==> config.mk <==
export PLATFORM = sky130hd
export DESIGN_NAME = upstream_fragmenter
export DESIGN_NICKNAME = d
export VERILOG_FILES = /design/src/hw/frag_pkg.sv /design/src/hw/upstream_fragmenter.sv
export SDC_FILE = /design/constraint.sdc
export NUM_CORES = 1
export LEC_CHECK = 0
export ABC_AREA = 1
export BUFFER_PORTS_ARGS = -buffer_cell sky130_fd_sc_hd__buf_4
export CORE_AREA = 2 2 198 180
export CTS_BUF_LIST = sky130_fd_sc_hd__clkbuf_8
export DETAILED_ROUTE_END_ITERATION = 8
export DIE_AREA = 0 0 200 182
export PLACE_DENSITY = 0.78
export SYNTH_ARGS = -nofsm -noshare
export SYNTH_HDL_FRONTEND = slang
export SYNTH_SLANG_ARGS = --single-unit
==> constraint.sdc <==
create_clock -name sys_clk_in -period 2.8 [get_ports sys_clk_in]
set_input_delay 0.7 -clock sys_clk_in [delete_from_list [all_inputs] [get_ports sys_clk_in]]
set_output_delay 0.7 -clock sys_clk_in [all_outputs]
set_load 0.005 [all_outputs]
==> src/hw/frag_pkg.sv <==
/*
  Shared constants for the upstream fragmenter and suppression element logic:
  register offsets, field positions, header encodings and reset values.
  Assumes a single 50 MHz MAC clock domain.
*/
package frag_pkg;
  // ****************************************
  // Register map
  // ****************************************
  localparam logic [7:0] CTRL_OFS = 8'h00;
  localparam logic [7:0] PRIV_OFS = 8'h04;
  localparam logic [7:0] SUPP_OFS = 8'h08;
  localparam logic [7:0] STAT_OFS = 8'h0C;
  localparam logic [7:0] FRAME_OFS = 8'h10;
  localparam int CTRL_FRAG_BIT = 0;
  localparam int CTRL_PRIV_BIT = 1;
  localparam int CTRL_CONCAT_BIT = 2;
  localparam int CTRL_UGS_BIT = 3;
  localparam int PRIV_TOGGLE_BIT = 8;
  localparam int SUPP_QUEUE_BIT = 8;
  localparam int SUPP_LEN_LSB = 16;
  localparam int FRAME_REQ_LSB = 16;
  localparam logic [31:0] CTRL_RESET = 32'h0000_0000;
  localparam logic [31:0] PRIV_RESET = 32'h0000_0010;
  localparam logic [31:0] SUPP_RESET = 32'h0000_0000;
  localparam logic [31:0] FRAME_RESET = 32'h0000_0000;

  // ****************************************
  // Extended header elements
  // ****************************************
  localparam logic [3:0] SF_TYPE_DOWN = 4'h5;
  localparam logic [3:0] SF_TYPE_UP = 4'h6;
  localparam logic [3:0] SF_LEN_SUPP = 4'h1;
  localparam logic [3:0] SF_LEN_UGS = 4'h2;
  localparam logic [7:0] NO_SUPPRESS = 8'h00;
  localparam int SUPP_MIN_BYTES = 64;
  localparam int SUPP_MAX_BYTES = 255;
  localparam logic [3:0] US_SUPP_START = 4'h1;
  localparam logic [3:0] DS_SUPP_START = 4'hD;
  localparam logic [3:0] CRYPT_START_FRAG = 4'h1;
  localparam logic [3:0] CRYPT_START_PLAIN = 4'hD;

  // ****************************************
  // Fragment header
  // ****************************************
  localparam logic [7:0] FC_FRAG = 8'hE3;
  localparam logic [3:0] PRIV_EXT_ELEMENT_TYPE = 4'h3;
  localparam logic [3:0] PRIV_EH_FRAG_LEN = 4'h5;
  localparam logic [7:0] FRAG_EXTENDED_HEADER_LEN = 8'h06;
  localparam logic [15:0] FRAGMENT_CRC_LEN = 16'h0004;
  localparam logic [15:0] FRAG_OVERHEAD = 16'h0010;
  localparam logic [15:0] FRAG_MIN_GRANT = 16'h0011;
  localparam logic [3:0] HDR_LAST_IDX = 4'hB;
  localparam logic [3:0] HCS_HI_IDX = 4'hA;
  localparam logic [15:0] HCS_POLY = 16'h1021;
  localparam logic [31:0] FRAGMENT_CRC_POLY = 32'h04C1_1DB7;

  typedef enum logic [1:0] {
    ST_IDLE = 2'b00,
    ST_HDR = 2'b01,
    ST_BODY = 2'b10,
    ST_CRC = 2'b11
  } fr_state_t;
endpackage : frag_pkg

==> src/hw/upstream_fragmenter.sv <==
/*
  Upstream fragmenter with service flow element build and parse.
  Assumes frame bytes, grants and parsed elements come from logic on the
  same clock, and a register master that never issues read and write at once.
*/
// Implementation choices: the address-and-strobe port and the register addresses.
`timescale 1ns/10ps
// Notes on behaviour
// - Suppression element: type 5 down, 6 up, len 1
// - Index 0 or no element: no suppression
// - Suppressed strings up to 255 bytes handled
// - Upstream suppression starts right after checksum
// - Downstream suppression starts thirteenth byte after checksum
// - Packet CRC sent unless whole PDU suppressed
// - Unfragmented privacy starts at thirteenth byte
// - Grant sync element: type 6, length 2
// - Short grant starts fragmentation when enabled
// - Fragment payload is grant minus overhead
// - Fragment header control byte type 11, 00011
// - Sequence starts anywhere, steps by one, wraps
// - First flag first only, last flag last only
// - Last fragment request asks for next frame
// - Fixed 16-byte overhead, privacy element always
// - Privacy fields copied, enable cleared without privacy
// - Service id taken from initiating partial grant
// - Separate CRC appended to each fragment
// - Fragmented privacy starts after checksum
// - No key messages concatenated under full privacy
// - Fragment element value field layout
module upstream_fragmenter
  import frag_pkg::*;
(
  input wire logic sys_clk_in,
  input wire logic rst_n_in,
  input wire logic [7:0] reg_addr_in,
  input wire logic [31:0] reg_wdata_in,
  input wire logic reg_wr_in,
  input wire logic reg_rd_in,
  output logic [31:0] reg_rdata_out,
  input wire logic [7:0] in_data_in,
  input wire logic in_valid_in,
  output logic in_ready_out,
  input wire logic grant_valid_in,
  input wire logic [15:0] grant_len_in,
  input wire logic [13:0] grant_sid_in,
  output logic [7:0] tx_data_out,
  output logic tx_valid_out,
  output logic tx_last_out,
  input wire logic tx_ready_in,
  input wire logic key_msg_in,
  output logic concat_ok_out,
  output logic [23:0] sf_elem_out,
  output logic sf_elem_valid_out,
  input wire logic rx_pkt_in,
  input wire logic rx_elem_present_in,
  input wire logic [7:0] rx_elem_hdr_in,
  input wire logic [7:0] rx_elem_val_in,
  output logic [7:0] rx_index_out,
  output logic [3:0] crypt_start_out,
  output logic [3:0] us_supp_start_out,
  output logic [3:0] ds_supp_start_out,
  output logic pkt_crc_send_out,
  output logic frag_active_out
);
  // ****************************************
  // Declarations
  // ****************************************
  fr_state_t state;
  logic [31:0] ctrl;
  logic [31:0] priv;
  logic [31:0] supp;
  logic [31:0] frame;
  logic [15:0] remaining;
  logic [15:0] chunk_cnt;
  logic [15:0] frag_len;
  logic [3:0] idx;
  logic [3:0] seq;
  logic [13:0] service_identifier;
  logic first_flag;
  logic last_flag;
  logic framed;
  logic frag_active;
  logic [15:0] header_checksum;
  logic [31:0] fragment_crc;
  logic can_load;
  logic emit;
  logic grant_take;
  logic grant_short;
  logic [15:0] grant_room;
  logic [7:0] next_byte;
  logic next_last;
  logic frag_en;
  logic priv_en;

  function automatic logic [15:0] hcs_step(input logic [15:0] c, input logic [7:0] d);
    logic [15:0] r;
    r = c;
    for (int i = 7; i >= 0; i--) begin
      r = {r[14:0], 1'b0} ^ ((r[15] ^ d[i]) ? HCS_POLY : 16'h0000);
    end
    return r;
  endfunction : hcs_step

  function automatic logic [31:0] fragment_crc_step(input logic [31:0] c, input logic [7:0] d);
    logic [31:0] r;
    r = c;
    for (int i = 7; i >= 0; i--) begin
      r = {r[30:0], 1'b0} ^ ((r[31] ^ d[i]) ? FRAGMENT_CRC_POLY : 32'h0000_0000);
    end
    return r;
  endfunction : fragment_crc_step

  assign frag_en = ctrl[CTRL_FRAG_BIT];
  assign priv_en = ctrl[CTRL_PRIV_BIT];
  assign frag_active_out = frag_active;

  // ****************************************
  // Register port
  // ****************************************
  always_ff @(posedge sys_clk_in or negedge rst_n_in) begin
    if (!rst_n_in) begin
      ctrl <= CTRL_RESET;
      priv <= PRIV_RESET;
      supp <= SUPP_RESET;
      frame <= FRAME_RESET;
    end else if (reg_wr_in) begin
      if (reg_addr_in == CTRL_OFS) ctrl <= reg_wdata_in;
      if (reg_addr_in == PRIV_OFS) priv <= reg_wdata_in;
      if (reg_addr_in == SUPP_OFS) supp <= reg_wdata_in;
      if (reg_addr_in == FRAME_OFS) frame <= reg_wdata_in;
    end
  end

  always_ff @(posedge sys_clk_in or negedge rst_n_in) begin
    if (!rst_n_in) begin
      reg_rdata_out <= 32'h0000_0000;
    end else if (reg_rd_in) begin
      unique case (reg_addr_in)
        CTRL_OFS: reg_rdata_out <= ctrl;
        PRIV_OFS: reg_rdata_out <= priv;
        SUPP_OFS: reg_rdata_out <= supp;
        STAT_OFS: reg_rdata_out <= {16'h0000, remaining};
        FRAME_OFS: reg_rdata_out <= {frame[31:16], 4'h0, seq, 6'h00, state};
        default: reg_rdata_out <= 32'h0000_0000;
      endcase
      if (reg_addr_in == STAT_OFS) begin
        reg_rdata_out[31] <= frag_active;
      end
    end else begin
      reg_rdata_out <= 32'h0000_0000;
    end
  end

  // ****************************************
  // Service flow element and offsets
  // ****************************************
  always_ff @(posedge sys_clk_in or negedge rst_n_in) begin
    if (!rst_n_in) begin
      sf_elem_out <= 24'h000000;
      sf_elem_valid_out <= 1'b0;
    end else if (ctrl[CTRL_UGS_BIT]) begin
      sf_elem_out <= {SF_TYPE_UP, SF_LEN_UGS, supp[7:0], supp[SUPP_QUEUE_BIT], supp[15:9]};
      sf_elem_valid_out <= 1'b1;
    end else begin
      sf_elem_out <= {SF_TYPE_UP, SF_LEN_SUPP, supp[7:0], 8'h00};
      sf_elem_valid_out <= (supp[7:0] != NO_SUPPRESS);
    end
  end

  // Unknown or malformed elements fall back to no suppression
  always_ff @(posedge sys_clk_in or negedge rst_n_in) begin
    if (!rst_n_in) begin
      rx_index_out <= NO_SUPPRESS;
    end else if (rx_pkt_in) begin
      if (rx_elem_present_in && rx_elem_hdr_in == {SF_TYPE_DOWN, SF_LEN_SUPP}) begin
        rx_index_out <= rx_elem_val_in;
      end else begin
        rx_index_out <= NO_SUPPRESS;
      end
    end
  end

  assign us_supp_start_out = US_SUPP_START;
  assign ds_supp_start_out = DS_SUPP_START;
  assign crypt_start_out = frag_active ? CRYPT_START_FRAG : CRYPT_START_PLAIN;
  // CRC is dropped only when the suppressed string covers the whole frame
  assign pkt_crc_send_out = (supp[7:0] == NO_SUPPRESS) ||
                            ({8'h00, supp[SUPP_LEN_LSB+:8]} < frame[15:0]);
  assign concat_ok_out = !(frag_en && priv_en && ctrl[CTRL_CONCAT_BIT] && key_msg_in);

  // ****************************************
  // Grant decision
  // ****************************************
  assign can_load = !tx_valid_out || tx_ready_in;
  assign grant_room = grant_len_in - FRAG_OVERHEAD;
  assign grant_short = grant_len_in < remaining;
  // Fragmenting grants under the minimum are ignored rather than risk an empty fragment
  assign grant_take = (state == ST_IDLE) && grant_valid_in && (remaining != 16'h0000) &&
                      (frag_active ? (grant_len_in >= FRAG_MIN_GRANT) :
                       (!grant_short || (frag_en && grant_len_in >= FRAG_MIN_GRANT)));
  assign emit = can_load && ((state == ST_HDR) || (state == ST_CRC) ||
                             ((state == ST_BODY) && in_valid_in));
  assign in_ready_out = can_load && (state == ST_BODY);

  always_ff @(posedge sys_clk_in or negedge rst_n_in) begin
    if (!rst_n_in) begin
      framed <= 1'b0;
      first_flag <= 1'b0;
      last_flag <= 1'b0;
      chunk_cnt <= 16'h0000;
      frag_len <= 16'h0000;
    end else if (grant_take) begin
      if (frag_active) begin
        framed <= 1'b1;
        first_flag <= 1'b0;
        last_flag <= (grant_room >= remaining);
        chunk_cnt <= (grant_room >= remaining) ? remaining : grant_room;
        frag_len <= FRAGMENT_CRC_LEN + {8'h00, FRAG_EXTENDED_HEADER_LEN} +
                    ((grant_room >= remaining) ? remaining : grant_room);
      end else if (grant_short) begin
        framed <= 1'b1;
        first_flag <= 1'b1;
        last_flag <= 1'b0;
        chunk_cnt <= grant_room;
        frag_len <= FRAGMENT_CRC_LEN + {8'h00, FRAG_EXTENDED_HEADER_LEN} + grant_room;
      end else begin
        framed <= 1'b0;
        first_flag <= 1'b0;
        last_flag <= 1'b0;
        chunk_cnt <= remaining;
        frag_len <= remaining;
      end
    end else if (emit && state == ST_BODY) begin
      chunk_cnt <= chunk_cnt - 16'h0001;
    end
  end

  // Service id stays with the grant that opened the fragment run
  always_ff @(posedge sys_clk_in or negedge rst_n_in) begin
    if (!rst_n_in) begin
      service_identifier <= 14'h0000;
    end else if (grant_take && !frag_active && grant_short) begin
      service_identifier <= grant_sid_in;
    end
  end

  // ****************************************
  // Frame sequencing
  // ****************************************
  always_ff @(posedge sys_clk_in or negedge rst_n_in) begin
    if (!rst_n_in) begin
      state <= ST_IDLE;
      idx <= 4'h0;
    end else begin
      unique case (state)
        ST_IDLE: begin
          idx <= 4'h0;
          if (grant_take) state <= (frag_active || grant_short) ? ST_HDR : ST_BODY;
        end
        ST_HDR: if (emit) begin
          idx <= (idx == HDR_LAST_IDX) ? 4'h0 : idx + 4'h1;
          if (idx == HDR_LAST_IDX) state <= ST_BODY;
        end
        ST_BODY: if (emit && chunk_cnt == 16'h0001) begin
          state <= framed ? ST_CRC : ST_IDLE;
        end
        ST_CRC: if (emit) begin
          idx <= idx + 4'h1;
          if (idx == 4'h3) state <= ST_IDLE;
        end
      endcase
    end
  end

  always_ff @(posedge sys_clk_in or negedge rst_n_in) begin
    if (!rst_n_in) begin
      remaining <= 16'h0000;
    end else if (reg_wr_in && reg_addr_in == FRAME_OFS && state == ST_IDLE && !frag_active) begin
      remaining <= reg_wdata_in[15:0];
    end else if (emit && state == ST_BODY) begin
      remaining <= remaining - 16'h0001;
    end
  end

  always_ff @(posedge sys_clk_in or negedge rst_n_in) begin
    if (!rst_n_in) begin
      frag_active <= 1'b0;
    end else if (grant_take && !frag_active && grant_short) begin
      frag_active <= 1'b1;
    end else if (emit && state == ST_CRC && idx == 4'h3 && last_flag) begin
      frag_active <= 1'b0;
    end
  end

  // No reset of the count between frames: any start value is legal
  always_ff @(posedge sys_clk_in or negedge rst_n_in) begin
    if (!rst_n_in) begin
      seq <= 4'h0;
    end else if (emit && state == ST_CRC && idx == 4'h3) begin
      seq <= seq + 4'h1;
    end
  end

  always_ff @(posedge sys_clk_in or negedge rst_n_in) begin
    if (!rst_n_in) begin
      header_checksum <= 16'hFFFF;
      fragment_crc <= 32'hFFFF_FFFF;
    end else if (grant_take) begin
      header_checksum <= 16'hFFFF;
      fragment_crc <= 32'hFFFF_FFFF;
    end else if (emit && state == ST_HDR && idx < HCS_HI_IDX) begin
      header_checksum <= hcs_step(header_checksum, next_byte);
    end else if (emit && state == ST_BODY && framed) begin
      fragment_crc <= fragment_crc_step(fragment_crc, next_byte);
    end
  end

  // ****************************************
  // Byte selection
  // ****************************************
  always_comb begin
    next_byte = in_data_in;
    unique case (state)
      ST_HDR: begin
        unique case (idx)
          4'h0: next_byte = FC_FRAG;
          4'h1: next_byte = FRAG_EXTENDED_HEADER_LEN;
          4'h2: next_byte = frag_len[15:8];
          4'h3: next_byte = frag_len[7:0];
          4'h4: next_byte = {PRIV_EXT_ELEMENT_TYPE, PRIV_EH_FRAG_LEN};
          4'h5: next_byte = {priv[3:0], priv[7:4]};
          4'h6: next_byte = {priv_en, priv[PRIV_TOGGLE_BIT] & priv_en, service_identifier[13:8]};
          4'h7: next_byte = service_identifier[7:0];
          4'h8: next_byte = frame[FRAME_REQ_LSB+:8];
          4'h9: next_byte = {2'b00, first_flag, last_flag, seq};
          4'hA: next_byte = ~header_checksum[15:8];
          default: next_byte = ~header_checksum[7:0];
        endcase
      end
      ST_CRC: next_byte = ~fragment_crc[8'd31 - {idx[1:0], 3'b000} -: 8];
      default: next_byte = in_data_in;
    endcase
  end

  assign next_last = ((state == ST_BODY) && !framed && chunk_cnt == 16'h0001) ||
                     ((state == ST_CRC) && idx == 4'h3);

  always_ff @(posedge sys_clk_in or negedge rst_n_in) begin
    if (!rst_n_in) begin
      tx_valid_out <= 1'b0;
      tx_data_out <= 8'h00;
      tx_last_out <= 1'b0;
    end else if (can_load) begin
      tx_valid_out <= emit;
      tx_data_out <= emit ? next_byte : 8'h00;
      tx_last_out <= emit && next_last;
    end
  end

  // ****************************************
  // Checks
  // ****************************************
  a_fc_type_byte: assert property (@(posedge sys_clk_in) disable iff (!rst_n_in)
    (emit && state == ST_HDR && idx == 4'h0) |=> (tx_data_out == 8'hE3))
    else $error("fragment header control byte wrong");

  a_priv_elem_head: assert property (@(posedge sys_clk_in) disable iff (!rst_n_in)
    (emit && state == ST_HDR && idx == 4'h4) |=> (tx_data_out == 8'h35))
    else $error("fragment element type or length wrong");

  a_seq_step_one: assert property (@(posedge sys_clk_in) disable iff (!rst_n_in)
    (emit && state == ST_CRC && idx == 4'h3) |=> (seq == $past(seq) + 4'h1))
    else $error("fragment sequence did not step by one");

  a_flags_exclusive: assert property (@(posedge sys_clk_in) disable iff (!rst_n_in)
    (emit && state == ST_HDR && idx == 4'h9) |=>
      (tx_data_out[5:4] != 2'b11) && (tx_data_out[7:6] == 2'b00))
    else $error("first and last flags both set");

  a_sid_held: assert property (@(posedge sys_clk_in) disable iff (!rst_n_in)
    (frag_active && $past(frag_active)) |-> $stable(service_identifier))
    else $error("service id changed inside a fragment run");

  a_priv_clear: assert property (@(posedge sys_clk_in) disable iff (!rst_n_in)
    (emit && state == ST_HDR && idx == 4'h6 && !priv_en) |=> (tx_data_out[7] == 1'b0))
    else $error("privacy enable set without privacy");

  a_short_splits: assert property (@(posedge sys_clk_in) disable iff (!rst_n_in)
    (grant_take && !frag_active && grant_short) |=> frag_active ##1 (state == ST_HDR))
    else $error("short grant did not start fragmentation");

  a_chunk_fits: assert property (@(posedge sys_clk_in) disable iff (!rst_n_in)
    (grant_take && !frag_active && grant_short) |=>
      (chunk_cnt == $past(grant_len_in) - 16'h0010))
    else $error("fragment payload does not fit grant");

  a_key_no_concat: assert property (@(posedge sys_clk_in) disable iff (!rst_n_in)
    (ctrl[2:0] == 3'b111 && key_msg_in) |-> !concat_ok_out)
    else $error("key message allowed into concatenation");

  a_rx_no_elem: assert property (@(posedge sys_clk_in) disable iff (!rst_n_in)
    (rx_pkt_in && !rx_elem_present_in) |=> (rx_index_out == 8'h00))
    else $error("missing element did not clear suppression");
endmodule : upstream_fragmenter

-- Word level (Yosys, flattened, before mapping)
Index checks and enable logic that the tools add are counted.
- bits in registers: 327
- input bits: 104
- $add $sub $neg: 8
- magnitude comparators: 5
- eq/ne operators: 27
- shift operators: 1
- muxes and demuxes: 60
- bitwise gates (word level): 36
- reduce and logical (&&, ||, !) cells: 59
- operator list (kind ; number):
    bitwise XOR 32 x 27 -> 32 bit ; 8
    2-to-1 mux 27 bit ; 8
    2-to-1 mux 16 bit ; 11
    case mux 32 bit (5 select lines) ; 1
    2-to-1 mux 32 bit ; 4
    bitwise XOR 16 x 13 -> 16 bit ; 8
    2-to-1 mux 13 bit ; 8
    case mux 8 bit (11 select lines) ; 1
    variable part select 39 x 9 -> 8 bit ; 1
    adder 4 x 16 -> 16 bit, first input constant ; 2
    subtractor 16 x 1 -> 16 bit, second input constant ; 2
    logical AND 1 bit ; 28
    NOT 8 bit ; 3
    2-to-1 mux 18 bit ; 1
    equality test 16 x 1 -> 1 bit, second input constant ; 1
    equality test 4 x 3 -> 1 bit, second input constant ; 4
    equality test 4 bit, second input constant ; 4
    equality test 8 x 4 -> 1 bit, second input constant ; 2
    greater-or-equal comparator 16 bit ; 1
    greater-or-equal comparator 16 x 5 -> 1 bit, second input constant ; 1
    logical NOT 8 bit ; 2
    < comparator 16 bit ; 1
    < comparator 8 x 16 -> 1 bit ; 1
    2-to-1 mux 2 bit ; 8
    other kinds (31) ; 85

-- Longest topological paths before layout
- depth after elaboration: 31
- mapped depth: 27
- gate-level depth less buffers: 26

-- Least setup slack after synthesis
OpenSTA, ideal clock, no wires.
- path kind: input-to-reg
- from: input port grant_len_in[4]
- to: register frag_len[9]
- setup time: 0.118 ns
- data arrival time: 3.928 ns
- data required time: 2.682 ns
- setup slack: -1.246 ns
- stages: 27
- path buffers: 1
- cells stage by stage: inv_1 -> ha_1 -> inv_1 -> nor3_2 -> nand2_1 -> nor2_2 -> nand2_1 -> xor2_1 -> inv_1 -> ha_1 -> nand2_1 -> nor3_2 -> nand3_1 -> nand3_2 -> buf_4 -> nand2_1 -> o21ai_0 -> ha_1 -> inv_1 -> nand3_1 -> nand2_1 -> nor2_2 -> nand2_1 -> nand3_1 -> o21ai_1 -> o21bai_1 -> inv_1
- cells in the longest elaborated chain, start to end: 5
- ends and longest elaborated chain (what ; line ; text):
    start, declared ; upstream_fragmenter.sv:44 ; input wire logic [15:0] grant_len_in,
    subtractor 16 x 5 -> 16 bit (tied with other cells) ; upstream_fragmenter.sv:195 ; assign grant_room = grant_len_in - FRAG_OVERHEAD;
    greater-or-equal comparator 16 bit (tied with other cells) ; upstream_fragmenter.sv:219 ; ((grant_room >= remaining) ? remaining : grant_room);
    2-to-1 mux 16 bit / logical OR 1 bit (equally long branches) ; upstream_fragmenter.sv:219, upstream_fragmenter.sv:200 ;
    adder 4 x 16 -> 16 bit / 2-to-1 mux 1 bit (equally long branches) ; upstream_fragmenter.sv:218, upstream_fragmenter.sv:199 ;
    2-to-1 mux 16 bit / logical AND 1 bit (equally long branches) ; upstream_fragmenter.sv:213, upstream_fragmenter.sv:198 ;
    end signal, assigned ; upstream_fragmenter.sv:218 ; frag_len <= FRAGMENT_CRC_LEN + {8'h00, FRAG_EXTENDED_HEADER_LEN} +
    end signal, assigned ; upstream_fragmenter.sv:225 ; frag_len <= FRAGMENT_CRC_LEN + {8'h00, FRAG_EXTENDED_HEADER_LEN} + grant_room;
    end signal, assigned ; upstream_fragmenter.sv:231 ; frag_len <= remaining;
    end, declared ; upstream_fragmenter.sv:75 ; logic [15:0] frag_len;
Several ways; a longest one is shown, not always the timed one.
A chain may end at the register's enable or synchronous reset.

-- Worst setup path after layout
Same ends and word-level chain as after synthesis.

==> impl_metrics.tcl <==
set metrics [dict create \
    fin_crit_sh_pct 119.5 \
    p_total_mw 24.45 \
    dp_hpwl_microns 45030 \
    worstPathRequired_ns 3.27 \
    die_y_microns 182 \
    async_flop_share_pct 100.0 \
    setup_viol 34 \
    rsz0062_at_grt "yes" \
    min_period_ns 3.345 \
    grtUsageTotal_pct 33.79 \
    critical_path.endpoint_type "flop" \
    crit_family "simple AND/OR/NAND/NOR gates" \
    die_area_sq_um 36400 \
    hold_viol_final 0 \
    antenna_found_initial 1 \
    num_vias 18730 \
    synth_cells 2405 \
    via_per_inst 5.643 \
    avgRoutedWirePerCell_microns 18.52 \
    cts.clk_slew.worst_paths_ns 0.06 \
    mostFrequentLayoutCell "nand2_1" \
    violations "negative setup slack" \
    grt_start_max_net_pins 74 \
    cts_tree "done" \
    drv_slew 0 \
    grt_overflow 0 \
    core.rowCount 65 \
    ys_seq_elements 322 \
    worstPathArrival_ns 3.82 \
    grt_pass1_wl_microns 96150 \
    avgSynthCellArea_sq_um 7.765 \
    critPathSlowestCell "ha_4" \
    maxCapViolCount 0 \
    layout_common_cells "nand2_1 (623), buf_4 (408), dfrtp_1 (271)" \
    die_w_microns 200 \
    h-tree-depth 2 \
    io_buffers 180 \
    cts_max_path_buffers 3 \
    critical_path.most_common_cell "nand2_2" \
    synth_edf_count 0 \
    initial_utilization_pct 54.03 \
    clk_latency_ns 0.63 \
    ys.warnings.count 0 \
    ir_worst_vdd_uv 455.3 \
    timing.final.ws_setup_ns -0.5449 \
    cts_root_buf "clkbuf_8" \
    crit_type "input pin to flop" \
    start_kind "input pin" \
    utilization_pct 70.43 \
    ioPinCount 195 \
    path_buf_inv 8 \
    clock_skew_ns 0.05573 \
    tightest_slew_ns 0.6503 \
    drt-total-wl_microns 61500 \
    cts_made_buffers 53 \
    core_area_sq_um 34560 \
    synth_largest_area_cell "dfrtp_1" \
    status "finished, violations left" \
    regArea_sq_um 8122 \
    drc 0 \
    crit_fanout 8 \
    synth-seq-area-share_pct 43.47 \
    clock_sinks 322 \
    cpPeakStageDelay_ns 0.24 \
    max_freq_ghz 0.2990 \
    ys_top_cells_by_area "dfrtp_1 (37%), nand2_1 (13%), dfstp_2 (6.9%)" \
    drive_gt1_share_pct 28.81 \
    synth_cell_types 58 \
    synth.cell_area_sq_um 18680 \
    powerDensity_nw_per_um2 1004 \
    ctsHoldBuffers 0 \
    nFillCells 2742 \
    multi_input_area_sq_um 9899 \
    yosysTopAreaCellShare_pct 36.58 \
    synthToLayoutAreaGrowth_pct 30.35 \
    slew_headroom_pct 56.64 \
    firstDrtPassIters 5 \
    nets 2958 \
    gp_congestion 0.9729 \
    grt_pass1_vias 18040 \
    hold_path_class "input pin to asynchronous set/reset pin" \
    p_leak_nw 11.89 \
    synth-main-ff-cell "dfrtp_1" \
    ant_nets 0 \
    drt_iter0_drc 1563 \
]
synth_stat cells, drive strengths merged (3+ instances only):
cell type / instances
nand2: 715
dfrtp: 273
o21ai: 264
inv: 240
nor2: 179
nand3: 143
a21oi: 95
clkbuf: 65
nand4: 56
xor2: 55
dfstp: 49
ha: 48
buf: 45
o211ai: 31
a41oi: 22
o221ai: 19
nor3: 17
xnor2: 17
o22ai: 12
or2: 8
a221oi: 7
a22oi: 7
a31oi: 7
nor4: 7
o21bai: 5
nand3b: 3
flip-flops by register name, summed over array words and instances, names as in the netlist, 2 cells and up:
signal              cells
chunk_cnt              16
seq                     4
reg_rdata_out          32
frag_len               16
priv                   32
fragment_crc           32
tx_data_out             8
remaining              16
state                   2
rx_index_out            8
header_checksum        16
idx                     4
frame                  32
sf_elem_out            19
supp                   32
service_identifier     14
ctrl                   32
worst register-to-register path: cells and delay by family (launching register included):
family / cells / cell delay, ns
simple gates: 9 / 0.95
fa+ha+maj: 2 / 0.40
compound gates: 5 / 0.66
flops: 1 / 0.39
buf+inv: 4 / 0.30
power by group:
group / leakage [nW] / switching [mW] / internal, mW
Sequential: 4.14 / 0.856 / 5.85
Combinational: 7.07 / 8.01 / 5.17
Clock: 0.684 / 1.96 / 2.60
Total: 11.9 / 10.8 / 13.6
kinds of logic after synthesis:
| family | share of synthesized area [%] |
|---|---|
| and+or+nand+nor | 26.95 |
| AOI/OAI and AO/OA | 14.87 |
| buffers and inverters | 7.792 |
| DFF | 43.47 |
| xor gates and xnor gates | 3.658 |
| adders and majority gates | 3.216 |
| other | 0.04021 |
worst paths after layout:
check	start	to	slack, ns	depth (start not counted)
min reg2reg	supp[7]	sf_elem_out[15]	0.43	0
max in group asynchronous	rst_n_in	fragment_crc[6]	2.04	2
max	grant_len_in[4]	frag_len[9]	-0.54	26
min in group sys_clk_in	grant_sid_in[3]	service_identifier[3]	0.33	3
min	rst_n_in	frame[13]	0.005	1
max reg2reg	remaining[1]	frag_len[9]	-0.05	20
per-stage QoR:
stage               setup TNS, ns  area [sq um]  hold slack, ns  std cells  worst slack, ns
floorplan                  -20.77         18820          0.3519       2418          -0.9992
global placement           -52.98         22100          0.4107       3181           -1.227
global route               -19.02         24340         0.01816       3319          -0.7483
CTS                        -12.29         23670        0.002549       3297          -0.5406
finish                     -12.27         24340        0.005072       3320          -0.5449
detailed placement         -57.75         22100          0.4156       3181           -1.318
what timing repair did:
action,in CTS,in global routing
hold endpoints to repair,0,0
pin swaps,31,48
setup buffers,16,22
gates resized for setup,57,122
endpoints found under the setup margin,54,97
gates cloned,1,2
layout make-up:
cell class | count | share of cell area (%)
diodes | 1 | 0.01028
repair buffers | 441 | 14.82
clock inverters | 26 | 0.8172
inverters | 241 | 3.783
clock buffers | 73 | 4.127
multi-input cells | 1747 | 40.67
flip-flops and latches | 322 | 33.36
well taps | 469 | 2.411
metal layers:
metal | share of wire [%] | GRT usage (%)
met5 | 0 | 0
met4 | 3.8 | 11.76
met3 | 7.4 | 4.179
met2 | 47 | 55.43
met1 | 42 | 46.29
(Power assumes the default switching activity.)
